**config.mk**
```make
export PLATFORM = sky130hd
export DESIGN_NAME = cafc_top
export DESIGN_NICKNAME = d
export VERILOG_FILES = /design/src/hw/cafc_pkg.sv /design/src/hw/cafc_top.sv /design/src/hw/cafc_lane.sv
export SDC_FILE = /design/constraint.sdc
export NUM_CORES = 1
export LEC_CHECK = 0
export BUFFER_PORTS_ARGS = -buffer_cell sky130_fd_sc_hd__clkbuf_2
export CAP_MARGIN = 20
export CORE_ASPECT_RATIO = 0.9
export CORE_UTILIZATION = 45
export CTS_CLUSTER_DIAMETER = 120
export DETAILED_ROUTE_END_ITERATION = 10
export GPL_TIMING_DRIVEN = 0
export HOLD_SLACK_MARGIN = 0.03
export PLACE_DENSITY = 0.85
export SKIP_LAST_GASP = 1
export SLEW_MARGIN = 20
export SYNTH_ARGS = -nofsm -noshare
export SYNTH_HDL_FRONTEND = slang
export SYNTH_SLANG_ARGS = --single-unit
```
**constraint.sdc**
```tcl
create_clock -name ref_clk -period 2.2 [get_ports ref_clk]
set_clock_uncertainty 0.15 [all_clocks]
set_input_delay 0.11 -clock ref_clk [delete_from_list [all_inputs] [get_ports ref_clk]]
set_output_delay 0.11 -clock ref_clk [all_outputs]
set_load 0.02 [all_outputs]
```
**src/hw/cafc_pkg.sv**
```systemverilog
// Package: constants for the CAN acceptance filter control block
`default_nettype none
package cafc_pkg;
	// ********************************************************
	// Register map
	// ********************************************************
	localparam logic [3:0]  CAFC_ADDR_CTRL5  = 4'h0;
	localparam logic [3:0]  CAFC_ADDR_CTRL6  = 4'h4;
	localparam logic [31:0] CAFC_CTRL_RESET  = 32'h00000000;
	// ********************************************************
	// Field layout inside one byte lane
	// ********************************************************
	localparam int          CAFC_LANE_W      = 8;
	localparam int          CAFC_ON_POS      = 7;
	localparam int          CAFC_MASK_LSB    = 5;
	localparam int          CAFC_MASK_W      = 2;
	localparam int          CAFC_BUF_LSB     = 0;
	localparam int          CAFC_BUF_W       = 5;
	localparam int          CAFC_NFILT       = 8;
	localparam int          CAFC_FIRST_FILT  = 20;
	typedef logic [CAFC_MASK_W-1:0] cafc_mask_t;
	typedef logic [CAFC_BUF_W-1:0]  cafc_buf_t;
endpackage : cafc_pkg
`default_nettype wire

```
**src/hw/cafc_top.sv**
```systemverilog
// Module: control registers 5 and 6 of the CAN acceptance filters
// How it works
// - Enable bit gates filter participation in matching
// - Two-bit field picks acceptance mask 0-3
// - Five-bit field picks receive buffer 0-31
// - Lane: enable bit7, mask 6-5, buffer 4-0
// - Register 5 holds filters 20 through 23
// - Register 6 holds filters 24 through 27
// - Selections change only while filter disabled
`default_nettype none
module cafc_top
	import cafc_pkg::*;
(
	input  wire logic        ref_clk,
	input  wire logic        rst_n,
	input  wire logic [3:0]  reg_addr,
	input  wire logic [31:0] reg_wdata,
	input  wire logic        reg_wr,
	input  wire logic        reg_rd,
	output logic      [31:0] reg_rdata,
	output logic      [7:0]  filter_on_bit,
	output logic      [15:0] filter_mask_choice,
	output logic      [39:0] filter_buffer_choice
);
	// ********************************************************
	// Address decode
	// ********************************************************
	logic        hit5;
	logic        hit6;
	logic [63:0] regs;
	logic [31:0] rd_d;
	logic [31:0] rdata_q;

	// Each register is one aligned word, bits all used
	assign hit5 = reg_addr == CAFC_ADDR_CTRL5;
	assign hit6 = reg_addr == CAFC_ADDR_CTRL6;

	// ********************************************************
	// Byte lanes, one per filter
	// ********************************************************
	genvar g;
	generate
		for (g = 0; g < CAFC_NFILT; g++) begin : g_lane
			logic hit;
			// Lanes 0-3 live in register 5, lanes 4-7 in register 6
			if (g < 4) begin : g_r5
				assign hit = hit5;
			end else begin : g_r6
				assign hit = hit6;
			end
			cafc_lane cafc_lane_inst (
				.ref_clk (ref_clk),
				.rst_n   (rst_n),
				.wr      (reg_wr && hit),
				.wdata   (reg_wdata[(g%4)*8 +: 8]),
				.lane_q  (regs[g*8 +: 8])
			);
			// Per-filter outputs toward the match logic
			assign filter_on_bit[g]             = regs[g*8+7];
			assign filter_mask_choice[g*2 +: 2] = regs[g*8+5 +: 2];
			assign filter_buffer_choice[g*5 +: 5] = regs[g*8 +: 5];
		end
	endgenerate

	// ********************************************************
	// Read port
	// ********************************************************
	// Unmapped addresses read zero so software sees a clean map
	assign rd_d = hit5 ? regs[31:0] : hit6 ? regs[63:32] : 32'h00000000;

	// Read data stands only in the cycle after the strobe
	always_ff @(posedge ref_clk or negedge rst_n) begin
		if (!rst_n)
			rdata_q <= CAFC_CTRL_RESET;
		else
			rdata_q <= reg_rd ? rd_d : 32'h00000000;
	end
	assign reg_rdata = rdata_q;

	// ********************************************************
	// Per-filter views of the outputs
	// ********************************************************
	// Named slices keep the checks close to the register layout;
	// filter 20 sits in the lowest slice of each output port
	logic       filter20_on;
	logic       filter21_on;
	logic       filter22_on;
	logic       filter23_on;
	logic       filter24_on;
	logic       filter25_on;
	logic       filter26_on;
	logic       filter27_on;
	cafc_mask_t filter20_mask_choice;
	cafc_mask_t filter21_mask_choice;
	cafc_mask_t filter22_mask_choice;
	cafc_mask_t filter23_mask_choice;
	cafc_mask_t filter24_mask_choice;
	cafc_mask_t filter25_mask_choice;
	cafc_mask_t filter26_mask_choice;
	cafc_mask_t filter27_mask_choice;
	cafc_buf_t  filter20_buffer_choice;
	cafc_buf_t  filter21_buffer_choice;
	cafc_buf_t  filter22_buffer_choice;
	cafc_buf_t  filter23_buffer_choice;
	cafc_buf_t  filter24_buffer_choice;
	cafc_buf_t  filter25_buffer_choice;
	cafc_buf_t  filter26_buffer_choice;
	cafc_buf_t  filter27_buffer_choice;

	// Enable views, one bit per filter
	assign filter20_on = filter_on_bit[0];
	assign filter21_on = filter_on_bit[1];
	assign filter22_on = filter_on_bit[2];
	assign filter23_on = filter_on_bit[3];
	assign filter24_on = filter_on_bit[4];
	assign filter25_on = filter_on_bit[5];
	assign filter26_on = filter_on_bit[6];
	assign filter27_on = filter_on_bit[7];

	// Mask views, two bits per filter
	assign filter20_mask_choice = filter_mask_choice[1:0];
	assign filter21_mask_choice = filter_mask_choice[3:2];
	assign filter22_mask_choice = filter_mask_choice[5:4];
	assign filter23_mask_choice = filter_mask_choice[7:6];
	assign filter24_mask_choice = filter_mask_choice[9:8];
	assign filter25_mask_choice = filter_mask_choice[11:10];
	assign filter26_mask_choice = filter_mask_choice[13:12];
	assign filter27_mask_choice = filter_mask_choice[15:14];

	// Buffer views, five bits per filter
	assign filter20_buffer_choice = filter_buffer_choice[4:0];
	assign filter21_buffer_choice = filter_buffer_choice[9:5];
	assign filter22_buffer_choice = filter_buffer_choice[14:10];
	assign filter23_buffer_choice = filter_buffer_choice[19:15];
	assign filter24_buffer_choice = filter_buffer_choice[24:20];
	assign filter25_buffer_choice = filter_buffer_choice[29:25];
	assign filter26_buffer_choice = filter_buffer_choice[34:30];
	assign filter27_buffer_choice = filter_buffer_choice[39:35];

	// ********************************************************
	// Checks
	// ********************************************************
	read_data_a: assert property (
		@(posedge ref_clk) disable iff (!rst_n)
		reg_rd && !reg_wr && hit6 |=> reg_rdata == $past(regs[63:32]))
		else $error("register 6 read mismatch");
	f21_mask_a: assert property (
		@(posedge ref_clk) disable iff (!rst_n)
		reg_rd && hit5 |=> reg_rdata[14:13] == $past(filter21_mask_choice))
		else $error("filter 21 mask misplaced");
	off_write_a: assert property (
		@(posedge ref_clk) disable iff (!rst_n)
		reg_wr && hit6 && !filter_on_bit[7] |=>
		filter_buffer_choice[39:35] == $past(reg_wdata[28:24]))
		else $error("filter 27 buffer not stored");
	mask_write_a: assert property (
		@(posedge ref_clk) disable iff (!rst_n)
		reg_wr && hit5 && !filter_on_bit[0] |=>
		filter_mask_choice[1:0] == $past(reg_wdata[6:5]))
		else $error("filter 20 mask not stored");
	// Looked at one edge later, once the flops have seen the reset
	reset_clear_a: assert property (
		@(posedge ref_clk)
		!rst_n |=> regs == 64'h0000000000000000)
		else $error("fields not cleared in reset");

	// ********************************************************
	// Enable checks
	// ********************************************************
	// An enable is written by every write to its register,
	// so software can always stop a running filter
	f20_enable_a: assert property (
		@(posedge ref_clk) disable iff (!rst_n)
		reg_wr && hit5 |=> filter20_on == $past(reg_wdata[7]))
		else $error("filter 20 enable not stored");
	f21_enable_a: assert property (
		@(posedge ref_clk) disable iff (!rst_n)
		reg_wr && hit5 |=> filter21_on == $past(reg_wdata[15]))
		else $error("filter 21 enable not stored");
	f22_enable_a: assert property (
		@(posedge ref_clk) disable iff (!rst_n)
		reg_wr && hit5 |=> filter22_on == $past(reg_wdata[23]))
		else $error("filter 22 enable not stored");
	f23_enable_a: assert property (
		@(posedge ref_clk) disable iff (!rst_n)
		reg_wr && hit5 |=> filter23_on == $past(reg_wdata[31]))
		else $error("filter 23 enable not stored");
	f24_enable_a: assert property (
		@(posedge ref_clk) disable iff (!rst_n)
		reg_wr && hit6 |=> filter24_on == $past(reg_wdata[7]))
		else $error("filter 24 enable not stored");
	f25_enable_a: assert property (
		@(posedge ref_clk) disable iff (!rst_n)
		reg_wr && hit6 |=> filter25_on == $past(reg_wdata[15]))
		else $error("filter 25 enable not stored");
	f26_enable_a: assert property (
		@(posedge ref_clk) disable iff (!rst_n)
		reg_wr && hit6 |=> filter26_on == $past(reg_wdata[23]))
		else $error("filter 26 enable not stored");
	f27_enable_a: assert property (
		@(posedge ref_clk) disable iff (!rst_n)
		reg_wr && hit6 |=> filter27_on == $past(reg_wdata[31]))
		else $error("filter 27 enable not stored");

	// ********************************************************
	// Field store checks
	// ********************************************************
	// The enable seen before the write decides; a write that turns
	// a filter off still leaves its old selection in place
	f20_store_a: assert property (
		@(posedge ref_clk) disable iff (!rst_n)
		reg_wr && hit5 && !filter20_on |=>
		filter20_mask_choice == $past(reg_wdata[6:5]) &&
		filter20_buffer_choice == $past(reg_wdata[4:0]))
		else $error("filter 20 fields not stored");
	f21_store_a: assert property (
		@(posedge ref_clk) disable iff (!rst_n)
		reg_wr && hit5 && !filter21_on |=>
		filter21_mask_choice == $past(reg_wdata[14:13]) &&
		filter21_buffer_choice == $past(reg_wdata[12:8]))
		else $error("filter 21 fields not stored");
	f22_store_a: assert property (
		@(posedge ref_clk) disable iff (!rst_n)
		reg_wr && hit5 && !filter22_on |=>
		filter22_mask_choice == $past(reg_wdata[22:21]) &&
		filter22_buffer_choice == $past(reg_wdata[20:16]))
		else $error("filter 22 fields not stored");
	f23_store_a: assert property (
		@(posedge ref_clk) disable iff (!rst_n)
		reg_wr && hit5 && !filter23_on |=>
		filter23_mask_choice == $past(reg_wdata[30:29]) &&
		filter23_buffer_choice == $past(reg_wdata[28:24]))
		else $error("filter 23 fields not stored");
	f24_store_a: assert property (
		@(posedge ref_clk) disable iff (!rst_n)
		reg_wr && hit6 && !filter24_on |=>
		filter24_mask_choice == $past(reg_wdata[6:5]) &&
		filter24_buffer_choice == $past(reg_wdata[4:0]))
		else $error("filter 24 fields not stored");
	f25_store_a: assert property (
		@(posedge ref_clk) disable iff (!rst_n)
		reg_wr && hit6 && !filter25_on |=>
		filter25_mask_choice == $past(reg_wdata[14:13]) &&
		filter25_buffer_choice == $past(reg_wdata[12:8]))
		else $error("filter 25 fields not stored");
	f26_store_a: assert property (
		@(posedge ref_clk) disable iff (!rst_n)
		reg_wr && hit6 && !filter26_on |=>
		filter26_mask_choice == $past(reg_wdata[22:21]) &&
		filter26_buffer_choice == $past(reg_wdata[20:16]))
		else $error("filter 26 fields not stored");
	f27_store_a: assert property (
		@(posedge ref_clk) disable iff (!rst_n)
		reg_wr && hit6 && !filter27_on |=>
		filter27_mask_choice == $past(reg_wdata[30:29]) &&
		filter27_buffer_choice == $past(reg_wdata[28:24]))
		else $error("filter 27 fields not stored");

	// ********************************************************
	// Field lock checks
	// ********************************************************
	// The match logic may be using a running filter, so its mask and
	// buffer choice must not move under it whatever software writes
	f20_lock_a: assert property (
		@(posedge ref_clk) disable iff (!rst_n)
		filter20_on |=> $stable(filter20_mask_choice) &&
		$stable(filter20_buffer_choice))
		else $error("filter 20 fields moved while enabled");
	f21_lock_a: assert property (
		@(posedge ref_clk) disable iff (!rst_n)
		filter21_on |=> $stable(filter21_mask_choice) &&
		$stable(filter21_buffer_choice))
		else $error("filter 21 fields moved while enabled");
	f22_lock_a: assert property (
		@(posedge ref_clk) disable iff (!rst_n)
		filter22_on |=> $stable(filter22_mask_choice) &&
		$stable(filter22_buffer_choice))
		else $error("filter 22 fields moved while enabled");
	f23_lock_a: assert property (
		@(posedge ref_clk) disable iff (!rst_n)
		filter23_on |=> $stable(filter23_mask_choice) &&
		$stable(filter23_buffer_choice))
		else $error("filter 23 fields moved while enabled");
	f24_lock_a: assert property (
		@(posedge ref_clk) disable iff (!rst_n)
		filter24_on |=> $stable(filter24_mask_choice) &&
		$stable(filter24_buffer_choice))
		else $error("filter 24 fields moved while enabled");
	f25_lock_a: assert property (
		@(posedge ref_clk) disable iff (!rst_n)
		filter25_on |=> $stable(filter25_mask_choice) &&
		$stable(filter25_buffer_choice))
		else $error("filter 25 fields moved while enabled");
	f26_lock_a: assert property (
		@(posedge ref_clk) disable iff (!rst_n)
		filter26_on |=> $stable(filter26_mask_choice) &&
		$stable(filter26_buffer_choice))
		else $error("filter 26 fields moved while enabled");
	f27_lock_a: assert property (
		@(posedge ref_clk) disable iff (!rst_n)
		filter27_on |=> $stable(filter27_mask_choice) &&
		$stable(filter27_buffer_choice))
		else $error("filter 27 fields moved while enabled");
endmodule : cafc_top
`default_nettype wire

```
**src/hw/cafc_lane.sv**
```systemverilog
// Module: one filter's control byte with write protection
`default_nettype none
module cafc_lane
	import cafc_pkg::*;
(
	input  wire logic       ref_clk,
	input  wire logic       rst_n,
	input  wire logic       wr,
	input  wire logic [7:0] wdata,
	output logic      [7:0] lane_q
);
	logic       on_q;
	cafc_mask_t mask_q;
	cafc_buf_t  buf_q;
	logic       sel_wr;

	// Selection fields only move while the filter is off
	assign sel_wr = wr && !on_q;

	// Enable is always writable so software can stop the filter
	always_ff @(posedge ref_clk or negedge rst_n) begin
		if (!rst_n) begin
			on_q   <= 1'b0;
			mask_q <= 2'h0;
			buf_q  <= 5'h00;
		end else begin
			if (wr)
				on_q <= wdata[CAFC_ON_POS];
			if (sel_wr) begin
				mask_q <= wdata[CAFC_MASK_LSB +: CAFC_MASK_W];
				buf_q  <= wdata[CAFC_BUF_LSB +: CAFC_BUF_W];
			end
		end
	end

	assign lane_q = {on_q, mask_q, buf_q};

	// ********************************************************
	// Checks
	// ********************************************************
	locked_fields_a: assert property (
		@(posedge ref_clk) disable iff (!rst_n)
		on_q |=> (mask_q == $past(mask_q) && buf_q == $past(buf_q)))
		else $error("selection changed while filter enabled");
	open_write_a: assert property (
		@(posedge ref_clk) disable iff (!rst_n)
		(wr && !on_q) |=> (lane_q[6:0] == $past(wdata[6:0])))
		else $error("write to disabled filter not stored");
	enable_write_a: assert property (
		@(posedge ref_clk) disable iff (!rst_n)
		wr |=> (on_q == $past(wdata[7])))
		else $error("enable bit not stored");
endmodule : cafc_lane
`default_nettype wire

```
==> flow_summary.toml <==
[logic_synthesis]
yosys_warnings = 0
syn_inst = 255
ys_types = 13
synth_most_common_cell = "dfrtp_1"
synth_nets = 295
ys_seq_area_frac = 0.635
ys_ff_latch = 96
synth.top_cell.area_share = 0.635
synthTopCellsByCount = "96 x dfrtp_1, 64 x mux2_2, 32 x a22oi_1, 32 x nor2b_1, 8 x buf_4"
synth.cell_area_um2 = 3780
avgSynthCellArea_um2 = 14.8
yosysTopAreaCell = "dfrtp_1"
synthFlopType = "dfrtp_1"
synth-async-reset-ratio = 1.00
synth.top_cells.by_area = "dfrtp_1 64%, mux2_2 19%, a22oi_1 6.4%"
synth_edf_count = 0

[worst_setup_path]
critPathMaxStageDelay_ps = 410
path_cells = "clkbuf_2 > nor4b_1 > buf_2 > nand3b_1 > mux2_2"
crit_required_ps = 2280
path_max_fanout = 10
end_kind = "flip-flop"
start_kind = "input port"
worstSetupPathType = "in -> reg"
arrival_ps = 1660
slowest_stage = "mux2_2"
ff2ff_path_depth = 2

[floorplanning]
dieArea_um2 = 8780
boundaryPins = 136
core_region_area_um2 = 8110
die_x_um = 98.6
start_util = 0.467
num_rows = 31
fp.dieH_um = 89.0

[clock_tree]
cts.sinks = 96
root_buffer = "clkbuf_8"
clkTransAtPathRegs_ps = 80
insertion_delay_ps = 350
cts_buffer_depth = 2
numCtsBuffers = 9
cts_tree = "yes"
htreeDepth = 3
post_cts_buffers = 0

[drt]
drt_iter0_drc = 98
vias = 2692
ant_nets = 0
wl_mm = 8.76
routed_via_density = 5.00
drc = 0
dr.pass1.iters = 4
wl_per_cell_um = 16.3

[sta]
worst_slew_pin_slew_ps = 738
tns_ps = 0
slew-limit-headroom = 0.504
setup_viol_count_final = 0
max_freq_mhz = 636
drv_slew = 0
rsz0062_at_grt = "no"
finalHoldViolCount = 0
holdWs_ps = 114
setup_ws_ps = 627
period_share = 0.715
finalCriticalPeriod_ps = 1570

[finish]
syn_to_final_growth_pct = 35.2
nNetsFinal = 474
finish.instance_area_um2 = 5110
layout-drive-gt1-share = 0.522
antenna_cells = 0

[placement]
numPortBuffers = 134
dp_hpwl_mm = 5.87
dpl-instance-area_um2 = 4590
dp_worst_setup_slack_ps = 236
gp_congestion = 0.730

[pwr]
total_power_mw = 4.60
power.density_nw_per_um2 = 899
power_leakage_nw = 2.50
peakVddDrop_uv = 560

[global_route]
antenna_found_initial = 0
grt_use_met2 = 0.374
overflow = 0
grtUsageTotal = 0.208
grtUsageMet1 = 0.251
grt_pass1_wl_mm = 13.9
grt_most_used_layer = "met2"
use_met3 = 0.0618
first_global_vias = 2827
grt_max_degree = 97

[worst_hold_path]
hold_depth = 4
hp-class = "in -> reg"

[run]
cap_violations = 0

[outcome]
status = "completed"
==> state kept, by name, indices dropped and copies added (netlist names) <==
name	flops
g_lane.cafc_lane_inst.on_q	8
g_lane.cafc_lane_inst.mask_q	16
reg_rdata	32
g_lane.cafc_lane_inst.buf_q	40
==> kinds of logic (layout without fill, tap and decap cells) <==
| logic type | Yosys count | after routing | share of synthesized area |
|---|---|---|---|
| compound gates | 32 | 32 | 0.0635 |
| buf+inv | 19 | 203 | 0.0281 |
| mux | 64 | 64 | 0.191 |
| flops | 96 | 96 | 0.635 |
| simple gates | 44 | 44 | 0.0827 |
==> power by group <==
| part | total, mW | switching, mW | internal, mW |
|---|---|---|---|
| registers | 2.28 | 0.229 | 2.05 |
| logic | 1.20 | 0.667 | 0.533 |
| clock network | 1.11 | 0.590 | 0.525 |
| total | 4.60 | 1.49 | 3.11 |
==> metrics by stage <==
stage / std cells / util
finish: 538 / 0.631
global route: 538 / 0.631
CTS: 538 / 0.631
detailed placement: 488 / 0.566
global placement: 488 / 0.565
floorplan: 255 / -
==> layer usage <==
layer  share of wire  vias to the layer above
met1            0.43                     1339
met5               0                        -
met3           0.051                        5
met4          0.0067                        0
li1                -                     1260
met2            0.51                       88
==> worst max-delay path: cells and delay by family <==
family | cells | cell delay [ps]
AND/OR/NAND/NOR | 2 | 730
buffers and inverters | 2 | 410
multiplexers | 1 | 410
==> area by class of cell <==
type | instances | area (µm²)
fillers | 637 | 2990
flip-flops and latches | 96 | 2400
multi-input cells | 140 | 1270
repair buffers | 168 | 1020
clock buffers | 11 | 131
well taps | 99 | 124
plain buffers | 19 | 106
clock inverters | 5 | 57.6
==> path summary, 6_finish.rpt <==
path,to,slack (ps),startpoint
worst max register to register,g_lane[7].cafc_lane_inst.buf_q[2],720,g_lane[7].cafc_lane_inst.on_q
worst min register to register,g_lane[7].cafc_lane_inst.buf_q[1],390,g_lane[7].cafc_lane_inst.buf_q[1]
min in group asynchronous,g_lane[0].cafc_lane_inst.buf_q[3],250,rst_n
max in group asynchronous,g_lane[3].cafc_lane_inst.buf_q[1],1170,rst_n
worst min-delay path,reg_rdata[29],110,reg_addr[0]
worst max-delay path,g_lane[7].cafc_lane_inst.buf_q[2],630,reg_addr[3]
==> what timing repair did <==
action | CTS | global route
hold buffers | 34 | 0
endpoints found under the hold margin | 162 | 0
resized for setup | 0 | 0
==> cell usage in the layout (no fill, tap or decap), drive strengths merged, types with 2 or more instances in the layout <==
| cell | instances |
|---|---|
| dfrtp | 96 |
| clkinvlp | 3 |
| buf | 13 |
| mux2 | 64 |
| nor2b | 32 |
| a22oi | 32 |
| clkbuf | 151 |
| nand2 | 2 |
| nand3b | 8 |
| dlygate4sd3 | 34 |
(Power assumes the default switching activity.)
